==> src/oet_osc_defs.vh <==
// constants for the oscillator enable and tc trim block
`ifndef OET_OSC_DEFS_VH
`define OET_OSC_DEFS_VH

// bus clock rate
`define OET_CLK_MHZ 25
`define OET_CLK_PERIOD_NS 40

// register indices; byte address is four times the index
`define OET_IDX_TRIM 10'h018
`define OET_IDX_REFERENCE_DIVIDER 10'h019
`define OET_IDX_OSC 10'h01a
`define OET_IDX_CFG_GUARD_FLAG 10'h01b
`define OET_IDX_OSC2 10'h01c
`define OET_IDX_CLKS 10'h01d
`define OET_IDX_FLAGS 10'h01e
`define OET_IDX_IRQ_STAT 10'h01f
`define OET_IDX_IRQ_MASK 10'h020

// osc_configuration fields
`define OET_OSC_ON_BIT 7
`define OET_OSC_RSVD_BIT 5
`define OET_OSC_RESET 8'h00
`define OET_OSC_ON_RESET 1'b0

// trim register fields
`define OET_TC_MSB 15
`define OET_TC_LSB 11
`define OET_TC_OFF_A 5'h00
`define OET_TC_OFF_B 5'h10
`define OET_TC_RESET 5'h00
`define OET_FTRIM_RESET 10'h000

// protection unlock key and guard reset value
`define OET_CFG_GUARD_FLAG_KEY 8'h26
`define OET_GUARD_RESET 1'b0

// osc_configuration_second fields
`define OET_OSC2_MODE_BIT 0
`define OET_OSC2_OSC_MONITOR_RESET_EN_BIT 1
`define OET_OSC2_RESET 2'h0

// clock select field and reset
`define OET_CLKS_PLL_CLOCK_SELECT_BIT 7
`define OET_CLKS_RESET 1'b1

// reference divider field
`define OET_REFERENCE_DIVIDER_RESET 4'h0

// flags register bits
`define OET_FLAG_STABLE_BIT 0
`define OET_FLAG_LOCK_BIT 1
`define OET_FLAG_CLAIM_BIT 2
`define OET_FLAG_GUARD_BIT 3

// interrupt status bits
`define OET_EV_STABLE 0
`define OET_EV_LOST 1
`define OET_EV_MONRST 2
`define OET_EV_W 3

// oscillator start-up: crystal edges counted before stable
`define OET_STARTUP_EDGES 12'd1024
// oscillation loss: time without an edge, rounded down to cycles
`define OET_LOSS_TIME_NS 4000
`define OET_LOSS_CYCLES ((`OET_LOSS_TIME_NS) / (`OET_CLK_PERIOD_NS))

// axi responses
`define OET_RESP_OKAY 2'b00
`define OET_RESP_SLVERR 2'b10

`endif

==> src/oet_osc_monitor.v <==
// crystal activity monitor: start-up count, stable level, loss detection
`timescale 1ns/1ps
`default_nettype none
`include "oet_osc_defs.vh"

module oet_osc_monitor (
	input wire clk,
	input wire resetn,
	input wire enable,
	input wire osc_in,
	output reg stable,
	output reg lost_pulse,
	output reg rise_tick
);

	// loss count fits twelve bits; cut the integer on purpose
	localparam integer loss_cycles = `OET_LOSS_CYCLES;
	localparam [11:0] loss_limit = loss_cycles[11:0];

	reg prev_reg;
	reg [11:0] edge_cnt_reg;
	reg [11:0] idle_cnt_reg;
	wire rise;

	assign rise = osc_in & ~prev_reg;

	// count crystal edges while enabled; a long silence after start-up is a loss
	always @(posedge clk or negedge resetn) begin
		if (!resetn) begin
			prev_reg <= 1'b0;
			edge_cnt_reg <= 12'h000;
			idle_cnt_reg <= 12'h000;
			stable <= 1'b0;
			lost_pulse <= 1'b0;
			rise_tick <= 1'b0;
		end else begin
			prev_reg <= osc_in;
			rise_tick <= enable & rise;
			lost_pulse <= 1'b0;
			if (!enable) begin
				edge_cnt_reg <= 12'h000;
				idle_cnt_reg <= 12'h000;
				stable <= 1'b0;
			end else if (rise) begin
				idle_cnt_reg <= 12'h000;
				if (edge_cnt_reg < `OET_STARTUP_EDGES)
					edge_cnt_reg <= edge_cnt_reg + 12'h001;
				else
					stable <= 1'b1;
			end else if (idle_cnt_reg >= loss_limit) begin
				// only a running oscillator can be lost; restart the count
				idle_cnt_reg <= 12'h000;
				edge_cnt_reg <= 12'h000;
				lost_pulse <= stable;
				stable <= 1'b0;
			end else begin
				idle_cnt_reg <= idle_cnt_reg + 12'h001;
			end
		end
	end

endmodule
`default_nettype wire

==> src/oet_osc_ctrl.v <==
// oscillator enable, tc trim and clock protection registers behind axi4-lite
//
// Register access over AXI4-Lite was decided locally.
`timescale 1ns/1ps
`default_nettype none
`include "oet_osc_defs.vh"

module oet_osc_ctrl (
	input wire clk,
	input wire resetn,
	input wire [11:0] s_axi_awaddr,
	input wire s_axi_awvalid,
	output reg s_axi_awready,
	input wire [31:0] s_axi_wdata,
	input wire [3:0] s_axi_wstrb,
	input wire s_axi_wvalid,
	output reg s_axi_wready,
	output reg [1:0] s_axi_bresp,
	output reg s_axi_bvalid,
	input wire s_axi_bready,
	input wire [11:0] s_axi_araddr,
	input wire s_axi_arvalid,
	output reg s_axi_arready,
	output reg [31:0] s_axi_rdata,
	output reg [1:0] s_axi_rresp,
	output reg s_axi_rvalid,
	input wire s_axi_rready,
	input wire crystal_in_pin,
	input wire internal_rc_clk,
	input wire pll_lock_detect,
	output reg pll_reference_clk,
	output reg ref_from_crystal,
	output reg crystal_pins_claimed,
	output reg osc_monitor_reset,
	output reg osc_clk_selectable,
	output reg tc_comp_enable,
	output reg [4:0] tc_trim_code,
	output reg [9:0] freq_trim_code,
	output reg osc_full_swing,
	output reg irq
);

	// write channel holding registers
	reg aw_held_reg, w_held_reg;
	reg [11:0] awaddr_reg;
	reg [31:0] wdata_reg;
	reg [3:0] wstrb_reg;

	// software state
	reg ext_osc_on_reg;
	reg osc_rsvd_reg;
	reg cfg_guard_flag_reg;
	reg pll_clock_select_reg;
	reg osc_monitor_reset_en_reg;
	reg [3:0] reference_divider_reg;
	reg osc_stable_flag_reg;
	reg pll_lock_flag_reg;
	reg [`OET_EV_W-1:0] irq_stat_reg;
	reg [`OET_EV_W-1:0] irq_mask_reg;
	reg [3:0] ref_cnt_reg;
	reg ref_div_clk_reg, stable_prev_reg;

	wire mon_stable, mon_lost, mon_rise;
	wire do_write, waddr_ok, raddr_ok, osc_wr_ok;
	wire [9:0] widx, ridx;
	wire stable_rise, monrst_event;
	wire [31:0] wr_merged_trim;
	wire [`OET_EV_W-1:0] events;

	// word index of a byte address; the two low bits are dropped, alignment is checked in mapped
	function [9:0] word_index;
		input [11:0] addr;
		begin
			word_index = addr[11:2];
		end
	endfunction

	// true when the address hits one of the mapped words
	function mapped;
		input [11:0] addr;
		reg [9:0] i;
		begin
			i = addr[11:2];
			mapped = (addr[1:0] == 2'b00) && (i >= `OET_IDX_TRIM) && (i <= `OET_IDX_IRQ_MASK);
		end
	endfunction

	// byte-lane merge of write data over the old value
	function [31:0] merge;
		input [31:0] old;
		input [31:0] nw;
		input [3:0] strb;
		integer k;
		begin
			merge = old;
			for (k = 0; k < 4; k = k + 1)
				if (strb[k])
					merge[k*8 +: 8] = nw[k*8 +: 8];
		end
	endfunction

	oet_osc_monitor u_mon (
		.clk(clk),
		.resetn(resetn),
		.enable(ext_osc_on_reg & ~osc_wr_ok), // config write restarts start-up
		.osc_in(crystal_in_pin),
		.stable(mon_stable),
		.lost_pulse(mon_lost),
		.rise_tick(mon_rise)
	);

	assign do_write = aw_held_reg & w_held_reg & ~s_axi_bvalid;
	assign widx = word_index(awaddr_reg);
	assign ridx = word_index(s_axi_araddr);
	assign waddr_ok = mapped(awaddr_reg);
	assign raddr_ok = mapped(s_axi_araddr);
	assign osc_wr_ok = do_write && waddr_ok && (widx == `OET_IDX_OSC) && wstrb_reg[0]
		&& !cfg_guard_flag_reg && pll_clock_select_reg;
	assign stable_rise = mon_stable & ~stable_prev_reg;
	assign monrst_event = mon_lost & osc_monitor_reset_en_reg & ext_osc_on_reg;
	assign events = {monrst_event, mon_lost, stable_rise};
	assign wr_merged_trim = merge({16'h0000, tc_trim_code, 1'b0, freq_trim_code}, wdata_reg, wstrb_reg);

	// write address and data taken in either order, one write at a time
	always @(posedge clk or negedge resetn) begin
		if (!resetn) begin
			aw_held_reg <= 1'b0;
			w_held_reg <= 1'b0;
			awaddr_reg <= 12'h000;
			wdata_reg <= 32'h00000000;
			wstrb_reg <= 4'h0;
			s_axi_awready <= 1'b0;
			s_axi_wready <= 1'b0;
			s_axi_bvalid <= 1'b0;
			s_axi_bresp <= `OET_RESP_OKAY;
		end else begin
			s_axi_awready <= 1'b0;
			s_axi_wready <= 1'b0;
			if (s_axi_awvalid && !aw_held_reg && !s_axi_awready) begin
				s_axi_awready <= 1'b1;
				aw_held_reg <= 1'b1;
				awaddr_reg <= s_axi_awaddr;
			end
			if (s_axi_wvalid && !w_held_reg && !s_axi_wready) begin
				s_axi_wready <= 1'b1;
				w_held_reg <= 1'b1;
				wdata_reg <= s_axi_wdata;
				wstrb_reg <= s_axi_wstrb;
			end
			if (do_write) begin
				s_axi_bvalid <= 1'b1;
				s_axi_bresp <= waddr_ok ? `OET_RESP_OKAY : `OET_RESP_SLVERR;
			end
			if (s_axi_bvalid && s_axi_bready) begin
				s_axi_bvalid <= 1'b0;
				aw_held_reg <= 1'b0;
				w_held_reg <= 1'b0;
			end
		end
	end

	// read channel: one read at a time, data registered with the valid
	always @(posedge clk or negedge resetn) begin
		if (!resetn) begin
			s_axi_arready <= 1'b0;
			s_axi_rvalid <= 1'b0;
			s_axi_rdata <= 32'h00000000;
			s_axi_rresp <= `OET_RESP_OKAY;
		end else begin
			s_axi_arready <= 1'b0;
			if (s_axi_arvalid && !s_axi_rvalid && !s_axi_arready) begin
				s_axi_arready <= 1'b1;
				s_axi_rvalid <= 1'b1;
				s_axi_rresp <= raddr_ok ? `OET_RESP_OKAY : `OET_RESP_SLVERR;
				s_axi_rdata <= 32'h00000000;
				if (raddr_ok) begin
					case (ridx)
						`OET_IDX_TRIM: s_axi_rdata <= {16'h0000, tc_trim_code, 1'b0, freq_trim_code};
						`OET_IDX_REFERENCE_DIVIDER: s_axi_rdata <= {28'h0000000, reference_divider_reg};
						`OET_IDX_OSC: s_axi_rdata <= {24'h000000, ext_osc_on_reg, 1'b0, osc_rsvd_reg, 5'h00};
						`OET_IDX_CFG_GUARD_FLAG: s_axi_rdata <= {31'h00000000, cfg_guard_flag_reg};
						`OET_IDX_OSC2: s_axi_rdata <= {30'h00000000, osc_monitor_reset_en_reg, osc_full_swing};
						`OET_IDX_CLKS: s_axi_rdata <= {24'h000000, pll_clock_select_reg, 7'h00};
						`OET_IDX_FLAGS: s_axi_rdata <= {28'h0000000, cfg_guard_flag_reg, crystal_pins_claimed,
							pll_lock_flag_reg, osc_stable_flag_reg};
						`OET_IDX_IRQ_STAT: s_axi_rdata <= {29'h00000000, irq_stat_reg};
						`OET_IDX_IRQ_MASK: s_axi_rdata <= {29'h00000000, irq_mask_reg};
						default: s_axi_rdata <= 32'h00000000;
					endcase
				end
			end else if (s_axi_rvalid && s_axi_rready) begin
				s_axi_rvalid <= 1'b0;
			end
		end
	end

	// protection, clock select, trims and oscillator configuration
	always @(posedge clk or negedge resetn) begin
		if (!resetn) begin
			cfg_guard_flag_reg <= `OET_GUARD_RESET;
			pll_clock_select_reg <= `OET_CLKS_RESET;
			ext_osc_on_reg <= `OET_OSC_ON_RESET;
			osc_rsvd_reg <= 1'b0;
			crystal_pins_claimed <= 1'b0;
			tc_trim_code <= `OET_TC_RESET;
			freq_trim_code <= `OET_FTRIM_RESET;
			reference_divider_reg <= `OET_REFERENCE_DIVIDER_RESET;
			osc_monitor_reset_en_reg <= 1'b0;
			osc_full_swing <= 1'b0;
			irq_mask_reg <= {`OET_EV_W{1'b0}};
		end else if (do_write && waddr_ok) begin
			case (widx)
				// key clears guard, anything else sets it
				`OET_IDX_CFG_GUARD_FLAG: if (wstrb_reg[0])
					cfg_guard_flag_reg <= (wdata_reg[7:0] != `OET_CFG_GUARD_FLAG_KEY);
				`OET_IDX_CLKS: if (wstrb_reg[0] && !cfg_guard_flag_reg)
					pll_clock_select_reg <= wdata_reg[`OET_CLKS_PLL_CLOCK_SELECT_BIT];
				`OET_IDX_TRIM: if (!cfg_guard_flag_reg) begin
					tc_trim_code <= wr_merged_trim[`OET_TC_MSB:`OET_TC_LSB];
					freq_trim_code <= wr_merged_trim[9:0];
				end
				`OET_IDX_REFERENCE_DIVIDER: if (wstrb_reg[0] && !cfg_guard_flag_reg)
					reference_divider_reg <= wdata_reg[3:0];
				`OET_IDX_OSC: if (osc_wr_ok) begin
					ext_osc_on_reg <= wdata_reg[`OET_OSC_ON_BIT];
					osc_rsvd_reg <= wdata_reg[`OET_OSC_RSVD_BIT];
					if (wdata_reg[`OET_OSC_ON_BIT])
						crystal_pins_claimed <= 1'b1;
				end
				// monitor and swing mode frozen while the oscillator runs
				`OET_IDX_OSC2: if (wstrb_reg[0] && !cfg_guard_flag_reg && pll_clock_select_reg
					&& !ext_osc_on_reg) begin
					osc_monitor_reset_en_reg <= wdata_reg[`OET_OSC2_OSC_MONITOR_RESET_EN_BIT];
					osc_full_swing <= wdata_reg[`OET_OSC2_MODE_BIT];
				end
				`OET_IDX_IRQ_MASK: if (wstrb_reg[0])
					irq_mask_reg <= wdata_reg[`OET_EV_W-1:0];
				default: ;
			endcase
		end
	end

	// status flags; an accepted config write clears them in that cycle
	always @(posedge clk or negedge resetn) begin
		if (!resetn) begin
			osc_stable_flag_reg <= 1'b0;
			pll_lock_flag_reg <= 1'b0;
			stable_prev_reg <= 1'b0;
		end else begin
			stable_prev_reg <= mon_stable;
			if (osc_wr_ok) begin
				osc_stable_flag_reg <= 1'b0;
				pll_lock_flag_reg <= 1'b0;
			end else begin
				if (stable_rise)
					osc_stable_flag_reg <= 1'b1;
				else if (!mon_stable)
					osc_stable_flag_reg <= 1'b0;
				pll_lock_flag_reg <= pll_lock_detect;
			end
		end
	end

	// sticky events, write one to clear; a new event beats the clear
	always @(posedge clk or negedge resetn) begin
		if (!resetn) begin
			irq_stat_reg <= {`OET_EV_W{1'b0}};
			irq <= 1'b0;
		end else begin
			if (do_write && waddr_ok && (widx == `OET_IDX_IRQ_STAT) && wstrb_reg[0])
				irq_stat_reg <= (irq_stat_reg & ~wdata_reg[`OET_EV_W-1:0]) | events;
			else
				irq_stat_reg <= irq_stat_reg | events;
			irq <= |(irq_stat_reg & irq_mask_reg);
		end
	end

	// crystal reference divided by divider plus one, as a half-rate toggle
	always @(posedge clk or negedge resetn) begin
		if (!resetn) begin
			ref_cnt_reg <= 4'h0;
			ref_div_clk_reg <= 1'b0;
		end else if (!ext_osc_on_reg) begin
			ref_cnt_reg <= 4'h0;
			ref_div_clk_reg <= 1'b0;
		end else if (mon_rise) begin
			if (ref_cnt_reg >= reference_divider_reg) begin
				ref_cnt_reg <= 4'h0;
				ref_div_clk_reg <= ~ref_div_clk_reg;
			end else begin
				ref_cnt_reg <= ref_cnt_reg + 4'h1;
			end
		end
	end

	// registered outputs toward the pll, reset and clock select logic
	always @(posedge clk or negedge resetn) begin
		if (!resetn) begin
			pll_reference_clk <= 1'b0;
			ref_from_crystal <= 1'b0;
			osc_monitor_reset <= 1'b0;
			osc_clk_selectable <= 1'b0;
			tc_comp_enable <= 1'b0;
		end else begin
			ref_from_crystal <= ext_osc_on_reg;
			pll_reference_clk <= ext_osc_on_reg ? ref_div_clk_reg : internal_rc_clk;
			osc_monitor_reset <= monrst_event;
			osc_clk_selectable <= osc_stable_flag_reg;
			tc_comp_enable <= (tc_trim_code != `OET_TC_OFF_A) && (tc_trim_code != `OET_TC_OFF_B);
		end
	end

endmodule
`default_nettype wire

==> config.mk <==
export PLATFORM = sky130hd
export DESIGN_NAME = oet_osc_ctrl
export DESIGN_NICKNAME = d
export VERILOG_FILES = /design/src/oet_osc_monitor.v /design/src/oet_osc_ctrl.v
export VERILOG_INCLUDE_DIRS = /design/src
export SDC_FILE = /design/constraint.sdc
export NUM_CORES = 1
export LEC_CHECK = 0
export ABC_AREA = 1
export BUFFER_PORTS_ARGS = -buffer_cell sky130_fd_sc_hd__buf_2
export CORE_ASPECT_RATIO = 0.8
export CORE_MARGIN = 3
export CORE_UTILIZATION = 49
export CTS_CLUSTER_SIZE = 8
export DETAILED_ROUTE_END_ITERATION = 8
export PLACE_DENSITY_LB_ADDON = 0.3
export SLEW_MARGIN = 5
export SYNTH_ARGS = -nofsm -noshare
export SYNTH_HDL_FRONTEND = slang
export SYNTH_SLANG_ARGS = --single-unit
==> constraint.sdc <==
create_clock -name clk -period 1.5 [get_ports clk]
set_input_delay 0.075 -clock clk [delete_from_list [all_inputs] [get_ports clk]]
set_output_delay 0.075 -clock clk [all_outputs]
set_load 0.01 [all_outputs]
Yosys cells after proc, flatten, opt, wreduce, memory -nomap -nowiden
Index checks and enable logic that the tools add are counted.
{"block": "op_classes", "add_sub_neg": 3, "n_lt_le_gt_ge": 7, "eq_ne": 25, "muxes": 41, "bitwise_logic": 19, "reduce_logical": 51}
{"cell": "10-bit by 5-bit equality test with 1-bit output, second input constant", "count": 15}
{"cell": "16-bit case mux with 9 select lines", "count": 1}
{"cell": "12-bit 2-to-1 mux", "count": 7}
{"cell": "1-bit 2-to-1 mux", "count": 26}
{"cell": "12-bit by 1-bit adder with 12-bit output, second input constant", "count": 2}
{"cell": "1-bit logical AND", "count": 23}
{"cell": "10-bit by 6-bit equality test with 1-bit output, second input constant", "count": 2}
{"cell": "10-bit by 5-bit >= comparator with 1-bit output, second input constant", "count": 2}
{"cell": "10-bit by 6-bit less-or-equal comparator with 1-bit output, second input constant", "count": 2}
{"cell": "3-bit AND reduction", "count": 6}
{"cell": "16-bit 2-to-1 mux", "count": 1}
{"cell": "12-bit by 7-bit >= comparator with 1-bit output, second input constant", "count": 1}
{"cell": "12-bit by 11-bit less-than comparator with 1-bit output, second input constant", "count": 1}
{"cell": "4-bit 2-to-1 mux", "count": 3}
{"cell": "3-bit inequality test, second input constant", "count": 4}
{"cell": "4-bit AND reduction", "count": 3}
{"cell": "1-bit bitwise AND", "count": 8}
{"cell": "1-bit logical NOT", "count": 8}
{"cell": "8-bit by 6-bit inequality test with 1-bit output, second input constant", "count": 1}
{"cell": "2-bit nonzero test", "count": 4}
{"cell": "3-bit bitwise AND", "count": 2}
{"cell": "1-bit inverter", "count": 6}
{"cell": "3-bit OR", "count": 2}
{"cell": "2-bit AND reduction", "count": 3}
{"cell": "10 further kinds", "count": 13}
{"block": "totals", "register_bits": 147, "in_bits": 70, "wordCells": 189}

Depth between registers and ports, before layout
Gate-level depths: netlist of run 1.
{"block": "depth", "ltp_word": 12, "ltp_mapped": 11, "ltp_nobuf": 11}

Modules after synthesis
Synthesis of run 1 repeated with hierarchy kept, for this count alone.
{"block": "unflattened", "hier_cells": 727, "hier_area_um2": 6129.6}
{"mod": "oet_osc_ctrl", "n_inst": 1, "cells_each": 562, "area_each_um2": 4647.0, "seq_area_each_um2": 2478.6}
{"mod": "oet_osc_monitor", "n_inst": 1, "cells_each": 165, "area_each_um2": 1482.7, "seq_area_each_um2": 700.7}

Least setup slack after synthesis of run 1
No wires, ideal clock.
{"block": "synth_path", "path_kind": "register -> register", "startpoint": "reg awaddr_reg[7]", "endpoint": "reg u_mon.edge_cnt_reg[0]", "arrival_time_ns": 1.390, "path_slack_ns": -0.015, "stages_incl_launch_ff": 11, "synth_period_minus_slack_ns": 1.515, "cell_sequence": "dfrtp_1 inv_2 nand2_1 nor2_4 nand2_1 nor2_1 nand4_2 buf_6 buf_6 o2111ai_1 nand2_1"}
{"block": "synth_between", "elab_chain_len": 12}
{"item": "start: declaration", "line": "oet_osc_ctrl.v:45", "source": "reg [11:0] awaddr_reg;"}
{"item": "start signal: assignment", "line": "oet_osc_ctrl.v:142", "source": "awaddr_reg <= s_axi_awaddr;"}
{"item": "10-bit by 5-bit >= comparator with 1-bit output (no line)"}
{"item": "1-bit logical AND (2 in series)", "line": "oet_osc_ctrl.v:84", "source": "mapped = (addr[1:0] == 2'b00) && (i >= `OET_IDX_TRIM) && (i <= `OET_IDX_IRQ_MASK);"}
{"item": "1-bit logical AND", "line": "oet_osc_ctrl.v:117", "source": "assign osc_wr_ok = do_write && waddr_ok && (widx == `OET_IDX_OSC) && wstrb_reg[0]"}
{"item": "1-bit logical AND * (4 in series)", "line": "oet_osc_ctrl.v:117"}
{"item": "1-bit inverter *", "line": "oet_osc_ctrl.v:105", "source": ".enable(ext_osc_on_reg & ~osc_wr_ok),"}
{"item": "1-bit bitwise AND *", "line": "oet_osc_ctrl.v:105"}
{"item": "3-bit inequality test (no line)"}
{"item": "2-bit AND reduction (no line)"}
{"item": "end signal: assignment", "line": "oet_osc_monitor.v:47", "source": "edge_cnt_reg <= edge_cnt_reg + 12'h001;"}
{"item": "end: declaration", "line": "oet_osc_monitor.v:21", "source": "reg [11:0] edge_cnt_reg;"}
Every way passes the cells marked *; elsewhere a longest branch is shown, timed or not.
A chain may end at the register's enable or synchronous reset.

Worst setup path after layout of run 1
{"block": "layout_path", "startpoint": "reg cfg_guard_flag_reg", "endpoint": "reg u_mon.edge_cnt_reg[3]"}
{"block": "layout_between", "elab_chain_len": 7}
{"item": "start: declaration", "line": "oet_osc_ctrl.v:52", "source": "reg cfg_guard_flag_reg;"}
{"item": "start signal: assignment", "line": "oet_osc_ctrl.v:200", "source": "cfg_guard_flag_reg <= `OET_GUARD_RESET;"}
{"item": "start signal: assignment", "line": "oet_osc_ctrl.v:215", "source": "cfg_guard_flag_reg <= (wdata_reg[7:0] != `OET_CFG_GUARD_FLAG_KEY);"}
{"item": "1-bit logical NOT *", "line": "oet_osc_ctrl.v:118", "source": "&& !cfg_guard_flag_reg && pll_clock_select_reg;"}
{"item": "1-bit logical AND * (2 in series)", "line": "oet_osc_ctrl.v:117"}
{"item": "1-bit inverter *", "line": "oet_osc_ctrl.v:105"}
{"item": "1-bit bitwise AND *", "line": "oet_osc_ctrl.v:105"}
{"item": "3-bit inequality test (no line)"}
{"item": "2-bit AND reduction (no line)"}
Marked as above.

==> out/results.tsv, run 1 <==
metric	value	unit
outcome	finished with violations	
violations	setup timing	
dieHeight	107	um
grt.overflow.total	0	
sequentialPowerShare	37.4	%
synth_cells	736	
die-area	14100	um^2
die_w	132	um
port_buffers	95	
core_region_area	12300	um^2
wl_per_cell	15.6	um
critPathLaunchType	register	
grt.total_usage	24.5	%
pwr-share-comb	24.6	%
ff2ff_setup_slack	-260	ps
dp.cells	1057	
power_density	1260	nW/um^2
irDropWorstVdd	0.837	mV
regToRegStartpoint	cfg_guard_flag_reg	
cts-root-buf	clkbuf_16	
multi_input_area	2970	um^2
cts.sink_count	127	
slew_violations	0	
ys_async_sr_fraction	100	%
path_clk_slew	60	ps
start_util	50.6	%
htree_levels	4	
hpwl	10500	um
grt_pass1_vias	5755	
hold_viol	0	
grt_antenna_before_repair	0	
fmax	568	MHz
setup_tns	-8210	ps
ys_types	44	
ant_nets	0	
max-cap-violations	0	
diodes	0	
gp_congestion	0.905	
rows	36	
final_cells	1148	
worst-path-max-fanout	4	
total_power	11.3	mW
nets	1042	
finalWorstSetupSlack	-262	ps
synth_seq_cells	127	
drtIter0Drc	496	
grt_pass1_wl	27800	um
crit_end	u_mon.edge_cnt_reg[3]	
fin_skew	6.73	ps
area_growth	44.5	%
vias	5915	
yosys_warnings	0	
postLayoutCoreUtil	73.1	%
yosys-top-cells-area	dfrtp_1 51%, nand2_1 12%, inv_1 4.9%, nand3_1 4.3%, nor2_1 4.2%	
wirelength	18000	um
synth_area_leader_cell	dfrtp_1	
r2r_cells	11	
power_switching	3.48	mW
regArea	3180	um^2
cts_buffer_depth	2	
reg2reg_to	u_mon.edge_cnt_reg[3]	
pwr-share-clk	38.0	%
cts_tree	yes	
end_kind	register	
leakage	4.48	nW
cp.required	1800	ps
final_cell_area	8990	um^2
clk-insertion-delay-late	420	ps
cts_buffers	17	
n_fill_cell	838	
crit_arrival	2060	ps
criticalPathCategory	reg -> reg	
final_layout_size_suffix_gt1_share	34.6	%
rsz0062_at_grt	yes	
ioPinCount	134	
ys.flop_type	dfrtp_1	
syn-cell-area	6220	um^2
grt_max_degree	39	
cp-startpoint	cfg_guard_flag_reg	
finalSetupViolations	55	
min_period_over_period	117	%
switching_share	30.8	%
synth_top_cells_by_count	204 x nand2_1, 126 x dfrtp_1, 82 x inv_1, 69 x nor2_1, 53 x nand3_1	
synth_edf_count	0	
yosysSeqAreaShare	51.1	%
intPower	7.83	mW
syn_avg_cell_area	8.46	um^2
via_per_inst	5.15	
yosysMostFrequentCell	nand2_1	
hold_class	in -> reg	
drt-pass1-iter-count	4	
drc	0	
synth_top_area_share	50.7	%
placed_cell_area	7370	um^2
min_period	1760	ps
[power by group through the flow]
stage,clock (mW),combinational [mW],sequential (mW)
after global routing,4.50,3.01,4.29
final,4.30,2.78,4.24
after global placement,0,2.16,4.23
after detailed placement,0,2.18,4.25
after floorplan,0,1.12,4.23
after CTS,4.32,2.45,4.21
[logic make-up after synthesis]
kind of cell | share of synthesized area [%]
AO/OA/AOI/OAI | 9.61
XOR/XNOR | 0.985
adder cells (fa/ha/maj) | 1.61
buffers and inverters | 9.33
flip-flops | 51.1
other | 0.0602
AND/OR/NAND/NOR | 27.3
[how the worst min path moves through the flow]
stage               cells after the start          start                 to
floorplan                               0         resetn        aw_held_reg
global placement                        1         resetn  osc_monitor_reset
detailed placement                      1         resetn  osc_monitor_reset
CTS                                     4  s_axi_arvalid      s_axi_arready
global route                            4  s_axi_arvalid      s_axi_arready
finish                                  4  s_axi_arvalid      s_axi_arready
[through the flow]
| step | setup WS (ps) | hold slack (ps) |
|---|---|---|
| 6_report | -262 | 16.1 |
| 5_1_grt | -300 | 23.5 |
| 4_1_cts | -146 | 13.2 |
| 3_5_place_dp | -248 | 33.9 |
| 3_3_place_gp | -143 | 34.9 |
| 2_1_floorplan | 6.48 | -221 |
[placed cells by master, fill, tap and decap left out, types with 9 or more instances in the layout]
cell type and n:
nand2_1 181, buf_12 10, dfrtp_1 124, nand2_2 20, nor2_2 15, inv_1 77, buf_2 94, nand2_4 9
clkbuf_16 18, o21ai_2 14, conb_1 24, o21ai_0 37, o2111ai_1 10, nand3_1 45, nor2_1 48, buf_4 71
inv_2 12, dlygate4sd3_1 35, nor2_4 11
[area by class of cell]
type / count / area share [%]
timing repair buffer: 218 / 18.5
clock buffer: 21 / 5.01
sequential: 127 / 35.4
tap: 171 / 2.38
inverter: 91 / 3.88
multi-input combinational: 509 / 33.0
clock inverter: 11 / 1.82
[critical path: stages, from the launching register on]
cell       delay (ps)
dfrtp_1           400
inv_2              50
nand2_1           120
nor2_4            140
nand2_2            80
nor2_4            150
nand4_4           180
nand2_4           170
clkbuf_16         170
nor2_2             30
nand2_1            80
nand2_1            60
[layer usage]
layer	up-vias	global-route usage, %	share of wire (%)
li1	2778	-	-
met1	2825	32.6	41
met2	245	39.8	49
met3	67	5.63	6.7
met4	0	8.85	3.4
met5	-	0	0
[what timing repair did]
item / 4_1_cts / 5_1_grt
cloned: 3 / 1
hold buffers: 35 / 0
endpoints found under the setup margin: 57 / 69
gates resized for setup: 49 / 64
setup buffers: 8 / 14
pin swaps: 15 / 25
hold endpoints to repair: 162 / 0
(Power assumes the default switching activity.)
==> run 2: changes to the inputs <==
--- a/config.mk
+++ b/config.mk
@@ -18,3 +18,4 @@
 export SYNTH_ARGS = -nofsm -noshare
 export SYNTH_HDL_FRONTEND = slang
 export SYNTH_SLANG_ARGS = --single-unit
+export TNS_END_PERCENT = 20
==> out/results.tsv, run 2 (synthesis results as in run 1) <==
metric	value	unit
outcome	finished with violations	
violations	setup timing	
cts-root-buf	clkbuf_16	
crit_top_cell	nand2_1	
cp.required	1790	ps
grt_max_degree	39	
final_cell_mix	192 x nand2_1, 125 x dfrtp_1, 94 x buf_2, 79 x inv_1, 64 x buf_4	
setup_tns	-7560	ps
power_density	1270	nW/um^2
end_kind	register	
dieHeight	107	um
critPathLaunchType	register	
rsz0062_at_grt	yes	
final_common_cell	nand2_1	
ioPinCount	134	
grt_pass1_wl	27300	um
grt_pass1_vias	5665	
cts_tree	yes	
cp_top_family	simple AND/OR/NAND/NOR gates	
cts_buffers	17	
grt.overflow.total	0	
rows	36	
finalWorstSetupSlack	-201	ps
max-cap-violations	0	
fin_skew	7.40	ps
crit_arrival	1990	ps
worst-path-max-fanout	9	
ant_nets	0	
htree_levels	4	
critPathBufInv	1	
slowest_delay	410	ps
area_growth	39.8	%
postLayoutCoreUtil	70.7	%
n_fill_cell	904	
die-area	14100	um^2
port_buffers	95	
r2r_cells	11	
leakage	4.40	nW
die_w	132	um
crit_path_top_delay_cell	dfrtp_1	
hpwl	10500	um
min_period	1700	ps
vias	5716	
hold_path_depth	4	
path_clk_slew	60	ps
fmax	588	MHz
clk-insertion-delay-late	410	ps
nets	1032	
cts.sink_count	127	
finalSetupViolations	57	
cts_buffer_depth	2	
grt.total_usage	24.1	%
grt_antenna_before_repair	0	
drt-pass1-iter-count	4	
cp.depth	11	
drtIter0Drc	426	
diodes	0	
min_period_over_period	113	%
gp_congestion	0.905	
hold_viol	0	
path_cells	nor2_2 -> nand2_1 -> nor2_1 -> nand2_1 -> nand2_2 -> nand4_4 -> nand2_4 -> buf_8 -> nor2_1 -> nand2_1 -> nand2_1	
irDropWorstVdd	0.837	mV
core_region_area	12300	um^2
wirelength	16400	um
hold_class	in -> reg	
final_layout_size_suffix_gt1_share	30.6	%
wl_per_cell	14.4	um
via_per_inst	5.02	
start_util	50.6	%
drc	0	
criticalPathCategory	reg -> reg	
slew_violations	0	
==> run 2: timing repair <==
item,4_1_cts,5_1_grt
gates resized for setup,34,27
gates cloned,3,0
pin swaps,12,14
setup endpoints to repair,57,70
hold endpoints to repair,162,0
setup buffers,8,3
hold buffers,35,0
==> run 2: report_power, final <==
group          internal, mW  switching [mW]
clock                  2.81            1.46
sequential             3.90           0.325
combinational          1.05            1.47
==> run 2: final timing paths <==
kind	to	from	slack [ps]
worst max-delay path	u_mon.edge_cnt_reg[4]	awaddr_reg[2]	-200
worst max register to register	u_mon.edge_cnt_reg[4]	awaddr_reg[2]	-200
max in group asynchronous	pll_clock_select_reg	resetn	780
worst min-delay path	s_axi_arready	s_axi_arvalid	30
min in group asynchronous	osc_monitor_reset	resetn	140
worst min register to register	osc_clk_selectable	osc_stable_flag_reg	400
==> run 2: cell type report <==
class / instances / area, um^2 / area share [%]
Sequential cell: 127 / 3180 / 36.6
Multi-Input combinational cell: 509 / 2790 / 32.0
Timing Repair Buffer: 208 / 1560 / 17.9
Clock buffer: 21 / 450 / 5.18
Inverter: 91 / 347 / 3.98
Tap cell: 171 / 214 / 2.46
Clock inverter: 11 / 164 / 1.88
==> run 2: worst reg2reg max path: stages, from the launching register on <==
cell and delay [ps]:
dfrtp_1 410, nor2_2 120, nand2_1 60, nor2_1 90
nand2_1 110, nand2_2 150, nand4_4 190, nand2_4 140
buf_8 140, nor2_1 50, nand2_1 80, nand2_1 50
==> run 2: metal layers <==
layer | track usage [%] | up-vias | part of all wire [%] | wire length [um]
met3 | 6.19 | 38 | 7.0 | 1160
met4 | 7.95 | 0 | 2.5 | 403
met5 | 0 | - | 0 | 0
li1 | - | 2759 | - | -
met1 | 32.0 | 2709 | 43 | 7110
met2 | 38.8 | 210 | 47 | 7770
==> run 2: per-stage QoR <==
stage / instances / hold WS (ps) / power [mW] / instance area [um^2] / setup WS (ps)
global route: 1138 / 27.8 / 11.6 / 8700 / -316
detailed placement: 1057 / 33.9 / 6.42 / 7370 / -248
floorplan: 759 / -221 / 5.35 / 6320 / 6.48
finish: 1138 / 27.0 / 11.0 / 8700 / -201
CTS: 1135 / 13.2 / 11.0 / 8580 / -146
global placement: 1057 / 34.9 / 6.39 / 7370 / -143
==> run 3: changes to the inputs <==
--- a/config.mk
+++ b/config.mk
@@ -13,7 +13,7 @@
 export CORE_UTILIZATION = 49
 export CTS_CLUSTER_SIZE = 8
 export DETAILED_ROUTE_END_ITERATION = 8
-export PLACE_DENSITY_LB_ADDON = 0.3
+export PLACE_DENSITY = 0.73
 export SLEW_MARGIN = 5
 export SYNTH_ARGS = -nofsm -noshare
 export SYNTH_HDL_FRONTEND = slang
==> out/results.tsv, run 3 (synthesis results as in run 1) <==
metric	value	unit
cp.required	1810	ps
slowest_delay	400	ps
grt_max_degree	34	
critPathBufInv	3	
crit_top_cell	nand2_2	
crit_path_top_delay_cell	dfrtp_1	
via_per_inst	5.06	
die-area	14100	um^2
final_cell_area	8580	um^2
cts_tree	yes	
slew_violations	0	
placed_cell_area	7350	um^2
diodes	0	
power_switching	3.37	mW
criticalPathCategory	reg -> reg	
start_util	50.6	%
crit_arrival	2040	ps
total_power	11.3	mW
pwr-share-clk	40.5	%
max-cap-violations	0	
drtIter0Drc	386	
drt-pass1-iter-count	5	
setup_tns	-8950	ps
grt.total_usage	24.0	%
power_density	1320	nW/um^2
min_period	1730	ps
cts_buffers	17	
leakage	4.38	nW
hold_class	in -> reg	
fin_hold_ws	27.5	ps
gp_congestion	0.928	
path_cells	inv_2 -> nand2_2 -> nor2_4 -> nand2_2 -> nor2_2 -> nand4_2 -> buf_6 -> buf_12 -> nand2_1 -> o21ai_2	
n_fill_cell	929	
outcome	finished with violations	
grt_pass1_vias	5630	
switching_share	29.9	%
dieHeight	107	um
wirelength	17000	um
place_ws	-182	ps
hpwl	10700	um
rsz0062_at_grt	yes	
finalSetupViolations	56	
violations	setup timing	
grt_antenna_before_repair	0	
hold_viol	0	
worst-path-max-fanout	15	
final_cell_mix	191 x nand2_1, 126 x dfrtp_1, 94 x buf_2, 80 x inv_1, 64 x nor2_1	
grt_pass1_wl	27000	um
cts-root-buf	clkbuf_16	
final_layout_size_suffix_gt1_share	29.4	%
path_clk_slew	60	ps
min_period_over_period	115	%
end_kind	register	
ant_nets	0	
core_region_area	12300	um^2
final_common_cell	nand2_1	
cts_buffer_depth	2	
area_growth	37.8	%
wl_per_cell	15.1	um
intPower	7.91	mW
fin_skew	9.07	ps
pwr-share-comb	22.1	%
die_w	132	um
clk-insertion-delay-late	420	ps
fmax	578	MHz
grt.overflow.total	0	
port_buffers	95	
htree_levels	4	
rows	36	
vias	5697	
cts.sink_count	127	
cp_top_family	simple AND/OR/NAND/NOR gates	
critPathLaunchType	register	
drc	0	
finalWorstSetupSlack	-230	ps
irDropWorstVdd	0.819	mV
ioPinCount	134	
sequentialPowerShare	37.4	%
nets	1022	
run 3: metal layers:
metal / share of wire (%) / GRT usage (%)
met5: 0 / 0
met1: 43 / 30.7
met3: 6.0 / 6.00
met4: 2.8 / 9.60
met2: 48 / 39.4
run 3: metrics by stage:
stage	instances	util [%]
global route	1127	69.8
floorplan	759	-
finish	1127	69.8
CTS	1123	68.7
global placement	1055	59.8
detailed placement	1055	59.8
run 3: power groups by stage:
stage,registers (mW),logic [mW],clock network [mW]
6_report,4.22,2.50,4.56
5_1_grt,4.27,2.75,4.78
4_1_cts,4.21,2.33,4.60
3_5_place_dp,4.25,2.16,0
3_3_place_gp,4.23,2.12,0
2_1_floorplan,4.23,1.12,0
run 3: cell type report:
cell class                      instances  area [um^2]  share of cell area [%]
Inverter                               91          349                    4.07
Multi-Input combinational cell        507         2730                    31.8
Clock inverter                         13          213                    2.48
Timing Repair Buffer                  200         1450                    16.9
Sequential cell                       127         3180                    37.1
Clock buffer                           18          439                    5.12
Tap cell                              171          214                    2.49
run 3: worst paths after layout:
path                                     startpoint                  to  slack [ps]  depth (start not counted)
worst max-delay path                  awaddr_reg[7]        osc_rsvd_reg        -230                         10
worst min-delay path                  s_axi_arvalid       s_axi_arready          30                          4
worst max register to register        awaddr_reg[7]        osc_rsvd_reg        -230                         10
worst min register to register  osc_stable_flag_reg  osc_clk_selectable         390                          0
max in group asynchronous                    resetn      s_axi_rdata[7]         770                          3
min in group asynchronous                    resetn      awaddr_reg[11]         130                          2
run 3: what timing repair did:
action / 4_1_cts / 5_1_grt
cloned: 1 / 0
pin swaps: 3 / 15
setup buffers: 1 / 4
gates resized for setup: 25 / 21
endpoints found under the hold margin: 142 / 0
hold buffers: 35 / 0
endpoints found under the setup margin: 54 / 73
run 3: tightest hold or removal path: stages:
cell and delay, ps:
buf_2 100, inv_1 60, nor3_2 50, buf_4 130
